File: src/pkg/cmd_decode_pkg.sv
package cmd_decode_pkg;

  // Bit addresses in the output command space
  localparam logic [4:0] BIT_RESET      = 5'h1f;
  localparam logic [4:0] BIT_CLR_TXRX   = 5'h1e;
  localparam logic [4:0] BIT_CLR_CRC    = 5'h1d;
  localparam logic [4:0] BIT_ZINH_SYNDL = 5'h1c;
  localparam logic [4:0] BIT_LD_SYNB    = 5'h1b;
  localparam logic [4:0] BIT_RHR_SYNA   = 5'h1a;
  localparam logic [4:0] BIT_LD_TXBC    = 5'h19;
  localparam logic [4:0] BIT_LD_TXCRC   = 5'h18;
  localparam logic [4:0] BIT_XPARENT    = 5'h17;
  localparam logic [4:0] BIT_LD_CTRL    = 5'h0e;
  localparam logic [4:0] BIT_LD_INTV    = 5'h0d;
  localparam logic [4:0] BIT_LD_RXCRC   = 5'h0c;
  localparam int         DATA_BITS      = 12;

  // Load-enable flag bits within the flag vector (bits 12..14 of the space)
  localparam logic [31:0] FLAGS_RESET   = 32'h0000_4000;

  // Register offsets on AHB (byte addresses)
  localparam logic [7:0] OFS_CMD    = 8'h00;
  localparam logic [7:0] OFS_FLAGS  = 8'h04;
  localparam logic [7:0] OFS_MODE   = 8'h08;
  localparam logic [7:0] OFS_PULSES = 8'h0c;

  // Operating modes
  typedef enum logic [2:0] {
    MODE_0 = 3'b000, MODE_1 = 3'b001, MODE_2 = 3'b010, MODE_3 = 3'b011,
    MODE_4 = 3'b100, MODE_5 = 3'b101, MODE_6 = 3'b110, MODE_7 = 3'b111
  } op_mode_e;

  // One command-bus write
  typedef struct packed {
    logic [4:0] sel;
    logic       data;
  } cmd_write_s;

  // One-cycle command strobes produced by a write
  typedef struct packed {
    logic dev_reset;
    logic transmitter_clear;
    logic receiver_clear;
    logic tx_crc_clear;
    logic rx_crc_clear;
    logic hold_flags_clear;
    logic tx_empty_clear;
  } cmd_pulse_s;

endpackage : cmd_decode_pkg

File: src/hw/serial_ctrl_command_bit_decoder.sv
// Local design decisions: register access over AHB-Lite and the register addresses.
`timescale 1ns/1ps
// How it works
// - All 32 select addresses decode to a command, flag or data bit.
// - Any bit 31 write resets; all flags clear except control-load and tx-empty set.
// - Bit 30 one clears transmitter and its interrupts only.
// - Bit 30 zero clears receiver and its interrupts only.
// - Bit 29 one clears transmit CRC, any mode.
// - Bit 29 zero clears receive CRC, any mode.
// - Mode 1, bit 28 one inhibits zero insertion.
// - Mode 1, bit 28 zero inserts zero after five ones.
// - Mode 3, bit 28 sets or clears sync character discard.
// - Gated discard (FLAGS bit 7) inactive while transparent bit 23 is set; the rx_sync_char_discard output is not gated.
// - Modes 0-3, bit 27 sets or clears sync B load enable.
// - Mode 1, bit 26 one enables holding register read.
// - Mode 1, bit 26 zero clears read enable and holding flags.
// - Modes 2-3, bit 26 sets or clears sync A load enable.
// - Bits 11-0 are data for the register being loaded.
// - Bit 12 is the receive CRC load enable.
// - Bit 14 is the control register load enable.
// - Bit 13 is the interval timer load enable.
// - Chip select inactive: read line released, strobe ignored.
// - Bit 25 sets tx buffer/CRC load enable; zero also clears tx-empty.
module serial_ctrl_command_bit_decoder (
  input  wire logic                        hclk,
  input  wire logic                        hresetn,
  // Command bus pins
  input  wire logic [4:0]                  bit_select_lines,
  input  wire logic                        chip_select_n,
  input  wire logic                        cmd_bus_write_data,
  input  wire logic                        cmd_bus_write_strobe,
  input  wire logic                        rd_bit_in,
  output logic                             cmd_bus_read_data,
  output logic                             cmd_bus_read_oe,
  // Mode input and decoded outputs
  input  wire logic [2:0]                  op_mode,
  output cmd_decode_pkg::cmd_pulse_s       cmd_pulse,
  output logic [11:0]                      data_field,
  output logic [31:0]                      flag_bits,
  output logic                             tx_bit_stuff_inhibit,
  output logic                             rx_sync_char_discard,
  output logic                             sync_b_load_enable,
  output logic                             sync_a_load_enable,
  output logic                             hold_reg_read_enable,
  output logic                             txbuf_and_crc_load_enable,
  output logic                             tx_buffer_empty_flag,
  // AHB-Lite slave
  input  wire logic                        hsel,
  input  wire logic [7:0]                  haddr,
  input  wire logic [1:0]                  htrans,
  input  wire logic                        hwrite,
  input  wire logic [2:0]                  hsize,
  input  wire logic [31:0]                 hwdata,
  input  wire logic                        hready,
  output logic [31:0]                      hrdata,
  output logic                             hreadyout,
  output logic                             hresp
);
  import cmd_decode_pkg::*;

  // Pin synchronisers, two stages before any use
  logic [4:0] sel_s1_r, sel_s2_r;
  logic [2:0] ctl_s1_r, ctl_s2_r, ctl_s3_r;
  logic       rd_s1_r, rd_s2_r;

  always_ff @(posedge hclk or negedge hresetn) begin
    if (!hresetn) begin
      sel_s1_r <= 5'h00;
      sel_s2_r <= 5'h00;
      ctl_s1_r <= 3'h1;
      ctl_s2_r <= 3'h1;
      ctl_s3_r <= 3'h1;
      rd_s1_r  <= 1'b0;
      rd_s2_r  <= 1'b0;
    end else begin
      sel_s1_r <= bit_select_lines;
      sel_s2_r <= sel_s1_r;
      ctl_s1_r <= {cmd_bus_write_strobe, cmd_bus_write_data, chip_select_n};
      ctl_s2_r <= ctl_s1_r;
      ctl_s3_r <= ctl_s2_r;
      rd_s1_r  <= rd_bit_in;
      rd_s2_r  <= rd_s1_r;
    end
  end

  // Strobe rising edge with chip select low; cs high blocks the strobe
  logic       pin_write;
  cmd_write_s pin_cmd;
  assign pin_write   = ctl_s2_r[2] && !ctl_s3_r[2] && !ctl_s2_r[0];
  assign pin_cmd.sel  = sel_s2_r;
  assign pin_cmd.data = ctl_s2_r[1];

  // Read line driven only while selected
  assign cmd_bus_read_oe   = !ctl_s2_r[0];
  assign cmd_bus_read_data = rd_s2_r && !ctl_s2_r[0];

  // AHB-Lite: zero wait state, always OKAY
  logic       ah_wr_pend_r;
  logic [7:0] ah_addr_r;
  logic       ah_take;
  assign ah_take   = hsel && hready && htrans[1];
  assign hreadyout = 1'b1;
  assign hresp     = 1'b0;

  always_ff @(posedge hclk or negedge hresetn) begin
    if (!hresetn) begin
      ah_wr_pend_r <= 1'b0;
      ah_addr_r    <= 8'h00;
    end else begin
      ah_wr_pend_r <= ah_take && hwrite;
      if (ah_take) begin
        ah_addr_r <= haddr;
      end
    end
  end

  // Software may also issue a command write through the CMD register
  logic       sw_write;
  logic       mode_wr;
  assign sw_write = ah_wr_pend_r && (ah_addr_r == OFS_CMD);
  assign mode_wr  = ah_wr_pend_r && (ah_addr_r == OFS_MODE);

  // Mode register; software value overrides the pin mode when valid
  logic [2:0] mode_r;
  logic       mode_sw_r;
  always_ff @(posedge hclk or negedge hresetn) begin
    if (!hresetn) begin
      mode_r    <= 3'h0;
      mode_sw_r <= 1'b0;
    end else if (mode_wr) begin
      mode_r    <= hwdata[2:0];
      mode_sw_r <= hwdata[8];
    end
  end

  op_mode_e mode;
  assign mode = op_mode_e'(mode_sw_r ? mode_r : op_mode);

  // Pin write wins over a simultaneous software write
  logic       wr;
  cmd_write_s cmd;
  assign wr       = pin_write || sw_write;
  assign cmd.sel  = pin_write ? pin_cmd.sel : hwdata[12:8];
  assign cmd.data = pin_write ? pin_cmd.data : hwdata[0];

  function automatic logic hit(input logic w, input logic [4:0] s, input logic [4:0] a);
    hit = w && (s == a);
  endfunction : hit

  // Every address but bit 31 stores its bit; a bit 31 write clears all but ctrl load
  logic [31:0] bits_r;
  logic        is_reset;
  assign is_reset = hit(wr, cmd.sel, BIT_RESET);

  always_ff @(posedge hclk or negedge hresetn) begin
    if (!hresetn) begin
      bits_r <= FLAGS_RESET;
    end else if (is_reset) begin
      bits_r <= FLAGS_RESET;
    end else if (wr) begin
      bits_r[cmd.sel] <= cmd.data;
    end
  end

  // Mode-dependent command flags; other modes leave them untouched
  always_ff @(posedge hclk or negedge hresetn) begin
    if (!hresetn) begin
      tx_bit_stuff_inhibit <= 1'b0;
      rx_sync_char_discard <= 1'b0;
      sync_b_load_enable   <= 1'b0;
      sync_a_load_enable   <= 1'b0;
      hold_reg_read_enable <= 1'b0;
    end else if (is_reset) begin
      tx_bit_stuff_inhibit <= 1'b0;
      rx_sync_char_discard <= 1'b0;
      sync_b_load_enable   <= 1'b0;
      sync_a_load_enable   <= 1'b0;
      hold_reg_read_enable <= 1'b0;
    end else begin
      if (hit(wr, cmd.sel, BIT_ZINH_SYNDL)) begin
        if (mode == MODE_1) tx_bit_stuff_inhibit <= cmd.data;
        if (mode == MODE_3) rx_sync_char_discard <= cmd.data;
      end
      if (hit(wr, cmd.sel, BIT_LD_SYNB) && !mode[2]) begin
        sync_b_load_enable <= cmd.data;
      end
      if (hit(wr, cmd.sel, BIT_RHR_SYNA)) begin
        if (mode == MODE_1) hold_reg_read_enable <= cmd.data;
        if (mode == MODE_2 || mode == MODE_3) sync_a_load_enable <= cmd.data;
      end
    end
  end

  // Discard is gated by transparent fill
  logic discard_gated;
  assign discard_gated = rx_sync_char_discard && !bits_r[BIT_XPARENT];

  // Tx buffer load enable and empty flag; reset sets the flag
  always_ff @(posedge hclk or negedge hresetn) begin
    if (!hresetn) begin
      txbuf_and_crc_load_enable <= 1'b0;
      tx_buffer_empty_flag      <= 1'b1;
    end else if (is_reset) begin
      txbuf_and_crc_load_enable <= 1'b0;
      tx_buffer_empty_flag      <= 1'b1;
    end else if (hit(wr, cmd.sel, BIT_LD_TXBC)) begin
      txbuf_and_crc_load_enable <= cmd.data;
      if (!cmd.data) tx_buffer_empty_flag <= 1'b0;
    end else if (hit(wr, cmd.sel, BIT_CLR_TXRX) && cmd.data) begin
      tx_buffer_empty_flag <= 1'b1;
    end
  end

  // One-cycle command strobes
  always_ff @(posedge hclk or negedge hresetn) begin
    if (!hresetn) begin
      cmd_pulse <= '0;
    end else begin
      cmd_pulse.dev_reset         <= is_reset;
      cmd_pulse.transmitter_clear <= hit(wr, cmd.sel, BIT_CLR_TXRX) && cmd.data;
      cmd_pulse.receiver_clear    <= hit(wr, cmd.sel, BIT_CLR_TXRX) && !cmd.data;
      cmd_pulse.tx_crc_clear      <= hit(wr, cmd.sel, BIT_CLR_CRC) && cmd.data;
      cmd_pulse.rx_crc_clear      <= hit(wr, cmd.sel, BIT_CLR_CRC) && !cmd.data;
      cmd_pulse.hold_flags_clear  <= hit(wr, cmd.sel, BIT_RHR_SYNA) && !cmd.data
                                     && mode == MODE_1;
      cmd_pulse.tx_empty_clear    <= hit(wr, cmd.sel, BIT_LD_TXBC) && !cmd.data;
    end
  end

  // Data field and load enables, registered outputs
  always_ff @(posedge hclk or negedge hresetn) begin
    if (!hresetn) begin
      data_field <= 12'h000;
      flag_bits  <= FLAGS_RESET;
    end else begin
      data_field <= bits_r[DATA_BITS-1:0];
      flag_bits  <= {bits_r[31:15], bits_r[BIT_LD_CTRL], bits_r[BIT_LD_INTV],
                     bits_r[BIT_LD_RXCRC], bits_r[11:0]};
    end
  end

  // Register read mux; unmapped addresses read zero
  always_ff @(posedge hclk or negedge hresetn) begin
    if (!hresetn) begin
      hrdata <= 32'h0000_0000;
    end else if (ah_take && !hwrite) begin
      unique case (haddr)
        OFS_CMD:    hrdata <= bits_r;
        OFS_FLAGS:  hrdata <= {24'h000000, discard_gated, tx_buffer_empty_flag,
                               txbuf_and_crc_load_enable, hold_reg_read_enable,
                               sync_a_load_enable, sync_b_load_enable,
                               rx_sync_char_discard, tx_bit_stuff_inhibit};
        OFS_MODE:   hrdata <= {23'h000000, mode_sw_r, 5'h00, mode};
        OFS_PULSES: hrdata <= {25'h0000000, cmd_pulse};
        default:    hrdata <= 32'h0000_0000;
      endcase
    end
  end

  // Assertions
  a_reset_sets_ctrl: assert property (@(posedge hclk) disable iff (!hresetn)
    is_reset |=> bits_r[BIT_LD_CTRL] && tx_buffer_empty_flag && !sync_b_load_enable)
    else $error("reset did not set ctrl load and tx empty");
  a_clr_tx_pulse: assert property (@(posedge hclk) disable iff (!hresetn)
    hit(wr, cmd.sel, BIT_CLR_TXRX) && cmd.data |=> cmd_pulse.transmitter_clear
      && !cmd_pulse.receiver_clear)
    else $error("transmitter clear missing");
  a_clr_rx_pulse: assert property (@(posedge hclk) disable iff (!hresetn)
    hit(wr, cmd.sel, BIT_CLR_TXRX) && !cmd.data |=> cmd_pulse.receiver_clear
      && !cmd_pulse.transmitter_clear)
    else $error("receiver clear missing");
  a_crc_clear: assert property (@(posedge hclk) disable iff (!hresetn)
    hit(wr, cmd.sel, BIT_CLR_CRC) |=> cmd_pulse.tx_crc_clear != cmd_pulse.rx_crc_clear)
    else $error("crc clear wrong");
  a_stuff_mode1: assert property (@(posedge hclk) disable iff (!hresetn)
    hit(wr, cmd.sel, BIT_ZINH_SYNDL) && mode == MODE_1 |=>
      tx_bit_stuff_inhibit == $past(cmd.data))
    else $error("stuff inhibit not stored");
  a_discard_gate: assert property (@(posedge hclk) disable iff (!hresetn)
    bits_r[BIT_XPARENT] |-> !discard_gated)
    else $error("discard active in transparent");
  a_cs_blocks: assert property (@(posedge hclk) disable iff (!hresetn)
    ctl_s2_r[0] |-> !pin_write && !cmd_bus_read_oe)
    else $error("write taken while deselected");
  a_bit_store: assert property (@(posedge hclk) disable iff (!hresetn)
    wr && !is_reset |=> bits_r[$past(cmd.sel)] == $past(cmd.data))
    else $error("addressed bit not stored");
  a_txbc_zero: assert property (@(posedge hclk) disable iff (!hresetn)
    hit(wr, cmd.sel, BIT_LD_TXBC) && !cmd.data |=> !tx_buffer_empty_flag
      && !txbuf_and_crc_load_enable)
    else $error("tx empty not cleared");
  // Deselected pins may not touch the stored bits; only software can then
  a_cs_no_store: assert property (@(posedge hclk) disable iff (!hresetn)
    ctl_s2_r[0] && !sw_write |=> bits_r == $past(bits_r))
    else $error("stored bits changed while deselected");
  a_crc_polarity: assert property (@(posedge hclk) disable iff (!hresetn)
    hit(wr, cmd.sel, BIT_CLR_CRC) |=> cmd_pulse.tx_crc_clear == $past(cmd.data))
    else $error("crc clear polarity wrong");
  // Mode-gated bits; in unused modes a write must leave the level alone
  a_discard_mode3: assert property (@(posedge hclk) disable iff (!hresetn)
    hit(wr, cmd.sel, BIT_ZINH_SYNDL) && mode == MODE_3 |=>
      rx_sync_char_discard == $past(cmd.data) && $stable(tx_bit_stuff_inhibit))
    else $error("sync discard not stored");
  a_bit28_unused: assert property (@(posedge hclk) disable iff (!hresetn)
    hit(wr, cmd.sel, BIT_ZINH_SYNDL) && mode != MODE_1 && mode != MODE_3 |=>
      $stable(tx_bit_stuff_inhibit) && $stable(rx_sync_char_discard))
    else $error("bit 28 acted in an unused mode");
  a_sync_b_load: assert property (@(posedge hclk) disable iff (!hresetn)
    hit(wr, cmd.sel, BIT_LD_SYNB) && !mode[2] |=> sync_b_load_enable == $past(cmd.data))
    else $error("sync b load enable not stored");
  a_sync_b_unused: assert property (@(posedge hclk) disable iff (!hresetn)
    hit(wr, cmd.sel, BIT_LD_SYNB) && mode[2] |=> $stable(sync_b_load_enable))
    else $error("bit 27 acted in an unused mode");
  a_hold_read: assert property (@(posedge hclk) disable iff (!hresetn)
    hit(wr, cmd.sel, BIT_RHR_SYNA) && mode == MODE_1 |=>
      hold_reg_read_enable == $past(cmd.data) && $stable(sync_a_load_enable))
    else $error("hold read enable not stored");
  a_hold_clear: assert property (@(posedge hclk) disable iff (!hresetn)
    hit(wr, cmd.sel, BIT_RHR_SYNA) && !cmd.data && mode == MODE_1 |=>
      cmd_pulse.hold_flags_clear)
    else $error("holding flags clear missing");
  a_sync_a_load: assert property (@(posedge hclk) disable iff (!hresetn)
    hit(wr, cmd.sel, BIT_RHR_SYNA) && (mode == MODE_2 || mode == MODE_3) |=>
      sync_a_load_enable == $past(cmd.data) && $stable(hold_reg_read_enable))
    else $error("sync a load enable not stored");
  // Registered copies follow the stored bits by one cycle
  a_data_copy: assert property (@(posedge hclk) disable iff (!hresetn)
    1'b1 |=> data_field == $past(bits_r[DATA_BITS-1:0]))
    else $error("data field does not follow stored bits");
  a_load_flags: assert property (@(posedge hclk) disable iff (!hresetn)
    1'b1 |=> flag_bits[14:12] == $past(bits_r[14:12]))
    else $error("load enable flags do not follow stored bits");
  // Transmit buffer enable and empty flag
  a_txbc_one: assert property (@(posedge hclk) disable iff (!hresetn)
    hit(wr, cmd.sel, BIT_LD_TXBC) && cmd.data |=> txbuf_and_crc_load_enable
      && $stable(tx_buffer_empty_flag))
    else $error("tx buffer load enable not set");
  a_tx_clear_empty: assert property (@(posedge hclk) disable iff (!hresetn)
    hit(wr, cmd.sel, BIT_CLR_TXRX) && cmd.data |=> tx_buffer_empty_flag)
    else $error("transmitter clear left tx empty low");
  a_rx_clear_keeps: assert property (@(posedge hclk) disable iff (!hresetn)
    hit(wr, cmd.sel, BIT_CLR_TXRX) && !cmd.data |=> $stable(tx_buffer_empty_flag))
    else $error("receiver clear disturbed tx empty");
  a_reset_levels: assert property (@(posedge hclk) disable iff (!hresetn)
    is_reset |=> cmd_pulse.dev_reset && !tx_bit_stuff_inhibit && !rx_sync_char_discard
      && !sync_a_load_enable && !hold_reg_read_enable && !txbuf_and_crc_load_enable)
    else $error("device reset left a level set");

endmodule : serial_ctrl_command_bit_decoder

File: config.mk
export PLATFORM = sky130hd
export DESIGN_NAME = serial_ctrl_command_bit_decoder
export DESIGN_NICKNAME = d
export VERILOG_FILES = /design/src/pkg/cmd_decode_pkg.sv /design/src/hw/serial_ctrl_command_bit_decoder.sv
export SDC_FILE = /design/constraint.sdc
export NUM_CORES = 1
export LEC_CHECK = 0
export BUFFER_PORTS_ARGS = -buffer_cell sky130_fd_sc_hd__buf_2
export CORE_ASPECT_RATIO = 1.2
export CORE_UTILIZATION = 57
export DETAILED_ROUTE_END_ITERATION = 12
export HOLD_SLACK_MARGIN = 0.06
export PLACE_DENSITY = 0.95
export SLEW_MARGIN = 20
export SYNTH_ARGS = -nofsm -noshare
export SYNTH_HDL_FRONTEND = slang
export SYNTH_SLANG_ARGS = --single-unit
File: constraint.sdc
create_clock -name hclk -period 3.5 [get_ports hclk]
set_input_delay 0.525 -clock hclk [delete_from_list [all_inputs] [get_ports hclk]]
set_output_delay 0.525 -clock hclk [all_outputs]
set_load 0.01 [all_outputs]
==> results of run 1 <==
-- metrics by stage --
step,hold WS [ps],instances,area (µm²),utilization,worst slack (ps)
finish,196.4,724,7159,0.7117,435.5
global route,201.5,724,7159,0.7117,354.2
CTS,194.3,724,7157,0.7114,525.5
detailed placement,334.7,693,6511,0.6473,698.4
global placement,332.4,693,6511,0.6473,805.8
floorplan,229.4,479,5906,-,1639
-- power groups by stage --
stage	Clock, µW	Combinational [µW]	Sequential, µW
global placement	0	369	1910
detailed placement	0	390	1920
global route	2040	439	1910
floorplan	0	224	1910
CTS	1970	401	1900
finish	1970	403	1900
-- synthesized netlist by cell type (all sizes together) (2+ instances only) --
master | count | area share
nor2 | 32 | 0.021
a22o | 25 | 0.037
nor2b | 2 | 0.0021
a21boi | 3 | 0.0038
and2 | 5 | 0.0053
dfstp | 5 | 0.022
mux2i | 20 | 0.037
inv | 6 | 0.0038
clkbuf | 21 | 0.013
nand2b | 2 | 0.0021
a21oi | 18 | 0.017
nand3b | 7 | 0.0095
buf | 23 | 0.029
and3 | 3 | 0.0032
a31oi | 3 | 0.0032
nor4b | 3 | 0.0070
dfrtp | 137 | 0.58
a211oi | 29 | 0.044
nand2 | 30 | 0.019
nor4 | 3 | 0.0068
o21ai | 21 | 0.018
nor3 | 6 | 0.0051
a311oi | 2 | 0.0030
mux2 | 19 | 0.038
o41ai | 5 | 0.0074
a21o | 3 | 0.0038
nand3 | 14 | 0.012
a41o | 2 | 0.0034
nand4 | 4 | 0.0078
o2bb2ai | 2 | 0.0030
conb | 2 | 0.0013
nor3b | 8 | 0.012
and3b | 2 | 0.0030
-- logic make-up (layout without fill, tap and decap cells) --
kind of cell / count (synthesis) / in the layout / share of synthesized area
compound gates: 121 / 121 / 0.1545
buf+inv: 51 / 170 / 0.04661
flops: 142 / 142 / 0.6028
mux: 39 / 39 / 0.07521
other cells: 2 / 2 / 0.001272
simple gates: 124 / 124 / 0.1197
-- sequential cells by signal, summed over array words and instances, names as in the netlist, 5 cells and up --
register   cells
hrdata        32
sel_s2_r       5
flag_bits     32
sel_s1_r       5
ah_addr_r      8
bits_r        32
cmd_pulse      7
-- cell type report --
type                    count  area [µm²]  share of cell area
clock buffers              20       456.7             0.06379
inverters                   7       26.28            0.003670
flip-flops and latches    142        3560              0.4972
well taps                 126       157.7             0.02202
clock inverters            11       188.9             0.02639
repair buffers            132       686.9             0.09595
multi-input cells         286        2083              0.2910
-- worst min path at each step --
stage	from	to	slack, ps
after floorplan	hresetn	ah_addr_r[0]	230
after global placement	sel_s1_r[4]	sel_s2_r[4]	330
after detailed placement	sel_s1_r[3]	sel_s2_r[3]	330
after CTS	chip_select_n	ctl_s1_r[0]	190
after global routing	bit_select_lines[3]	sel_s1_r[3]	200
final	chip_select_n	ctl_s1_r[0]	200
-- worst reg2reg max path: cells and delay by family (launching register included) --
kind | cells | cell delay, ps
flops | 1 | 570
compound gates | 1 | 530
simple gates | 4 | 1830
-- routing by layer --
layer / global-route usage / up-vias / share of wire
li1: - / 1941 / -
met1: 0.3430 / 2294 / 0.36
met2: 0.4811 / 301 / 0.51
met3: 0.08733 / 77 / 0.083
met4: 0.1707 / 0 / 0.049
met5: 0 / - / 0
==> results.json, run 1 <==
{
  "status": "complete, no violations",
  "cts-root-buf": "clkbuf_16",
  "report.final.slew_viol_count": 0,
  "design.core.area_mm2": 0.01006,
  "critical_path_depth": 5,
  "path_class": "flop to flop",
  "grt_usage": 0.2947,
  "fill_cells": 618,
  "viasPerCell": 6.372,
  "portBuffers": 125,
  "die_area_mm2": 0.01077,
  "drc": 0,
  "area_delta_synth_final_pct": 21.23,
  "fin_crit_ps": 3064,
  "p_leak_uw": 0.003518,
  "hold_violations": 0,
  "cp_slowest_cell": "or3b_1",
  "cts_sinks": 142,
  "clk_latency_ps": 430,
  "cts-htree-levels": 4,
  "cts_inserted_buffers": 17,
  "rr_worst_depth": 5,
  "post_cts_resized": 0,
  "clk_pin_slew_ps": 60,
  "p_comb_frac": 0.094,
  "die_x_um": 94.92,
  "ant_nets": 0,
  "ys_types": 63,
  "crit_start": "ctl_s2_r[0]",
  "max_clock_freq_ghz": 0.3263,
  "wire_per_inst_um": 21.00,
  "ys.flop_type": "dfrtp_1",
  "yosysSeqAreaShare": 0.6028,
  "nets": 648,
  "antenna_found_initial": 0,
  "cts_tree": "built",
  "worstHoldPathCells": 1,
  "hp-class": "input port to flop",
  "arrival_ps": 3350,
  "crit_buf_inv": 0,
  "overflow": 0,
  "dr.pass1.iters": 6,
  "syn_area_mm2": 0.005906,
  "num_vias": 4613,
  "cap_violations": 0,
  "worst_pin_slew_ps": 1012,
  "cpLargestDelayFamily": "simple AND/OR/NAND/NOR gates",
  "drt_iter0_drc": 579,
  "grt_pass1_vias": 4569,
  "synth_cells": 479,
  "worst_setup_path_end_kind": "flop",
  "relSlewSlack": 0.3251,
  "rows": 40,
  "start_util": 0.5871,
  "post-cts-setup-buffers": 0,
  "syn_nets": 541,
  "diodes": 0,
  "p_per_area_mw_per_mm2": 597.3,
  "max_stage_delay_ps": 800,
  "seq_power_share": 0.444,
  "critPathLaunchType": "flop",
  "fin_skew_ps": 6.458,
  "yosys_warnings": 0,
  "p_int_uw": 3242,
  "tns_ps": 0,
  "final_cell_mix": "137 x dfrtp_1, 124 x buf_2, 31 x nor2_1",
  "layout_commonest_cell": "dfrtp_1",
  "synth-async-reset-ratio": 1.000,
  "clkPwrFrac": 0.462,
  "finalPower_uw": 4276,
  "crit-reg2reg-capture": "sync_a_load_enable",
  "cp.required_ps": 3790,
  "ys_ff_latch": 142,
  "clockBufferDepth": 2,
  "die_h_um": 113.5,
  "synth_area_per_cell_um2": 12.33,
  "path_max_fanout": 19,
  "sw_frac_of_total": 0.2419,
  "synth_edf_count": 0,
  "r2r_setup_slack_ps": 440,
  "routed_wl_um": 15210,
  "grt_max_degree": 130,
  "crit_chain": "or3b_1 > nand4_4 > a21oi_2 > nor4b_1 > nor3_1",
  "rsz0062_at_grt": "false",
  "p_sw_uw": 1035,
  "finalSetupViolations": 0,
  "reg2reg_from": "ctl_s2_r[0]",
  "gp_congestion": 0.8624,
  "io_pins": 156,
  "dpl.hpwl_um": 9636,
  "grt_pass1_wl_um": 23410,
  "post-route-period-util": 0.8756,
  "crit_path_end": "sync_a_load_enable",
  "layout-drive-gt1-share": 0.3528,
  "holdBufCountCts": 0,
  "peakVddDrop_mv": 0.4122
}
No activity file was read; power rests on OpenSTA's default activity.
==> run 2, diff against run 1 <==
- PLACE_DENSITY: 0.95 -> 0.85
- clock period: 3.5 -> 3.6 ns (I/O delays scaled with it)
==> run 2 against run 1 <==
  * Fmax grew 8.5%
  * Critical path depth is the same
  * Worst setup slack better by 340 ps
  * Register-to-register slack improved by 340 ps
  * Die area is the same
  * Wire length down 12%
  * Cell count grew 0.28%
  * Sequential share of layout area up 0.27 points
  * Worst hold slack improved by 17 ps
==> results.json, run 2 (synthesis gave the netlist of run 1 again) <==
{
  "nets": 648,
  "grt.busiest_layer": "met2",
  "arrival_ps": 3110,
  "cts_inserted_buffers": 17,
  "die_h_um": 113.5,
  "layout-drive-gt1-share": 0.3506,
  "holdBufCountCts": 0,
  "cts_sinks": 142,
  "p_sw_uw": 969.3,
  "post-route-period-util": 0.7844,
  "layout_commonest_cell": "dfrtp_1",
  "hold_violations": 0,
  "grt_max_degree": 123,
  "final_cell_mix": "137 x dfrtp_1, 124 x buf_2, 31 x nor2_1",
  "antenna_found_initial": 0,
  "grt_pass1_wl_um": 21410,
  "hp-class": "input port to flop",
  "clk_pin_slew_ps": 60,
  "dpl.hpwl_um": 9002,
  "min-delay-start": "chip_select_n",
  "report.final.slew_viol_count": 0,
  "ant_nets": 0,
  "sw_frac_of_total": 0.2432,
  "dr.pass1.iters": 5,
  "status": "complete, no violations",
  "drc": 0,
  "num_vias": 4355,
  "fin_skew_ps": 7.326,
  "fin_crit_ps": 2824,
  "start_util": 0.5871,
  "cap_violations": 0,
  "portBuffers": 125,
  "fin_hold_ws_ps": 213.9,
  "use_met3": 0.07333,
  "area_delta_synth_final_pct": 20.57,
  "overflow": 0,
  "viasPerCell": 5.999,
  "clkPwrFrac": 0.444,
  "clockBufferDepth": 2,
  "post-cts-setup-buffers": 0,
  "path_max_fanout": 19,
  "p_comb_frac": 0.094,
  "reg_top3": "bits_r: 32 flops, flag_bits: 32 flops, hrdata: 32 flops",
  "reg2reg_from": "ctl_s2_r[0]",
  "grt_use_met2": 0.4230,
  "wire_per_inst_um": 18.52,
  "worst_setup_path_end_kind": "flop",
  "drt_iter0_drc": 436,
  "postLayoutCoreUtil": 0.7078,
  "use_met1": 0.3329,
  "grt_usage": 0.2646,
  "die_area_mm2": 0.01077,
  "rsz0062_at_grt": "false",
  "critPathLaunchType": "flop",
  "tns_ps": 0,
  "cts-htree-levels": 4,
  "design.core.area_mm2": 0.01006,
  "crit_chain": "or3b_1 > nand4_4 > a21oi_2 > nor4b_1 > nor3_1",
  "gp_congestion": 0.8776,
  "post_cts_resized": 0,
  "max_clock_freq_ghz": 0.3541,
  "p_leak_uw": 0.003481,
  "cp.required_ps": 3880,
  "seq_power_share": 0.462,
  "crit_start": "ctl_s2_r[0]",
  "p_int_uw": 3017,
  "routed_wl_um": 13440,
  "p_per_area_mw_per_mm2": 559.8,
  "path_class": "flop to flop",
  "grt_pass1_vias": 4317,
  "cts-root-buf": "clkbuf_16",
  "fin_ws_ps": 776.2,
  "worst_pin_slew_ps": 958.0,
  "cts_tree": "built",
  "max_stage_delay_ps": 750,
  "rows": 40,
  "finalSetupViolations": 0,
  "die_x_um": 94.92,
  "dp_worst_setup_slack_ps": 814.8,
  "cp_slowest_cell": "or3b_1",
  "clk_latency_ps": 420,
  "relSlewSlack": 0.3614,
  "peakVddDrop_mv": 0.3581,
  "io_pins": 156
}
[run 2: worst max-delay path, delay by kind of cell, from the launching register on]
kind / cells / cell delay (ps)
AND/OR/NAND/NOR: 4 / 1600
flip-flops: 1 / 570
AO/OA/AOI/OAI: 1 / 500
[run 2: power groups by stage]
stage	Clock (µW)	Combinational, µW	Sequential [µW]
after global placement	0	360	1850
after CTS	1790	378	1840
final	1770	376	1840
after detailed placement	0	374	1870
after global routing	1860	414	1860
after floorplan	0	217	1860
[run 2: through the flow]
stage | cells | power [µW] | area [µm²]
finish | 726 | 3986 | 7121
global route | 725 | 4127 | 7118
CTS | 725 | 4004 | 7116
detailed placement | 693 | 2240 | 6511
global placement | 693 | 2214 | 6511
floorplan | 479 | 2076 | 5906
[run 2: per-layer routing]
layer | part of all wire | vias to the layer above | wire, µm
met5 | 0 | - | 0
met4 | 0.025 | 0 | 334
met3 | 0.069 | 31 | 925
met2 | 0.51 | 192 | 6890
met1 | 0.39 | 2195 | 5293
li1 | - | 1937 | -
[run 2: area by class of cell]
cell class,count,area (µm²)
diodes,1,2.502
fillers,686,2939
clock inverters,10,140.1
well taps,126,157.7
clock buffers,22,464.2
multi-input cells,286,2083
flip-flops and latches,142,3560
inverters,7,26.28
repair buffers,132,686.9
[run 2: worst paths after layout]
check	end	slack, ps	depth (start not counted)
max	sync_a_load_enable	780	5
min	ctl_s1_r[0]	210	1
max reg2reg	sync_a_load_enable	780	5
min reg2reg	sel_s2_r[1]	340	0
max in group asynchronous	hrdata[25]	2460	2
min in group asynchronous	ah_addr_r[4]	240	1
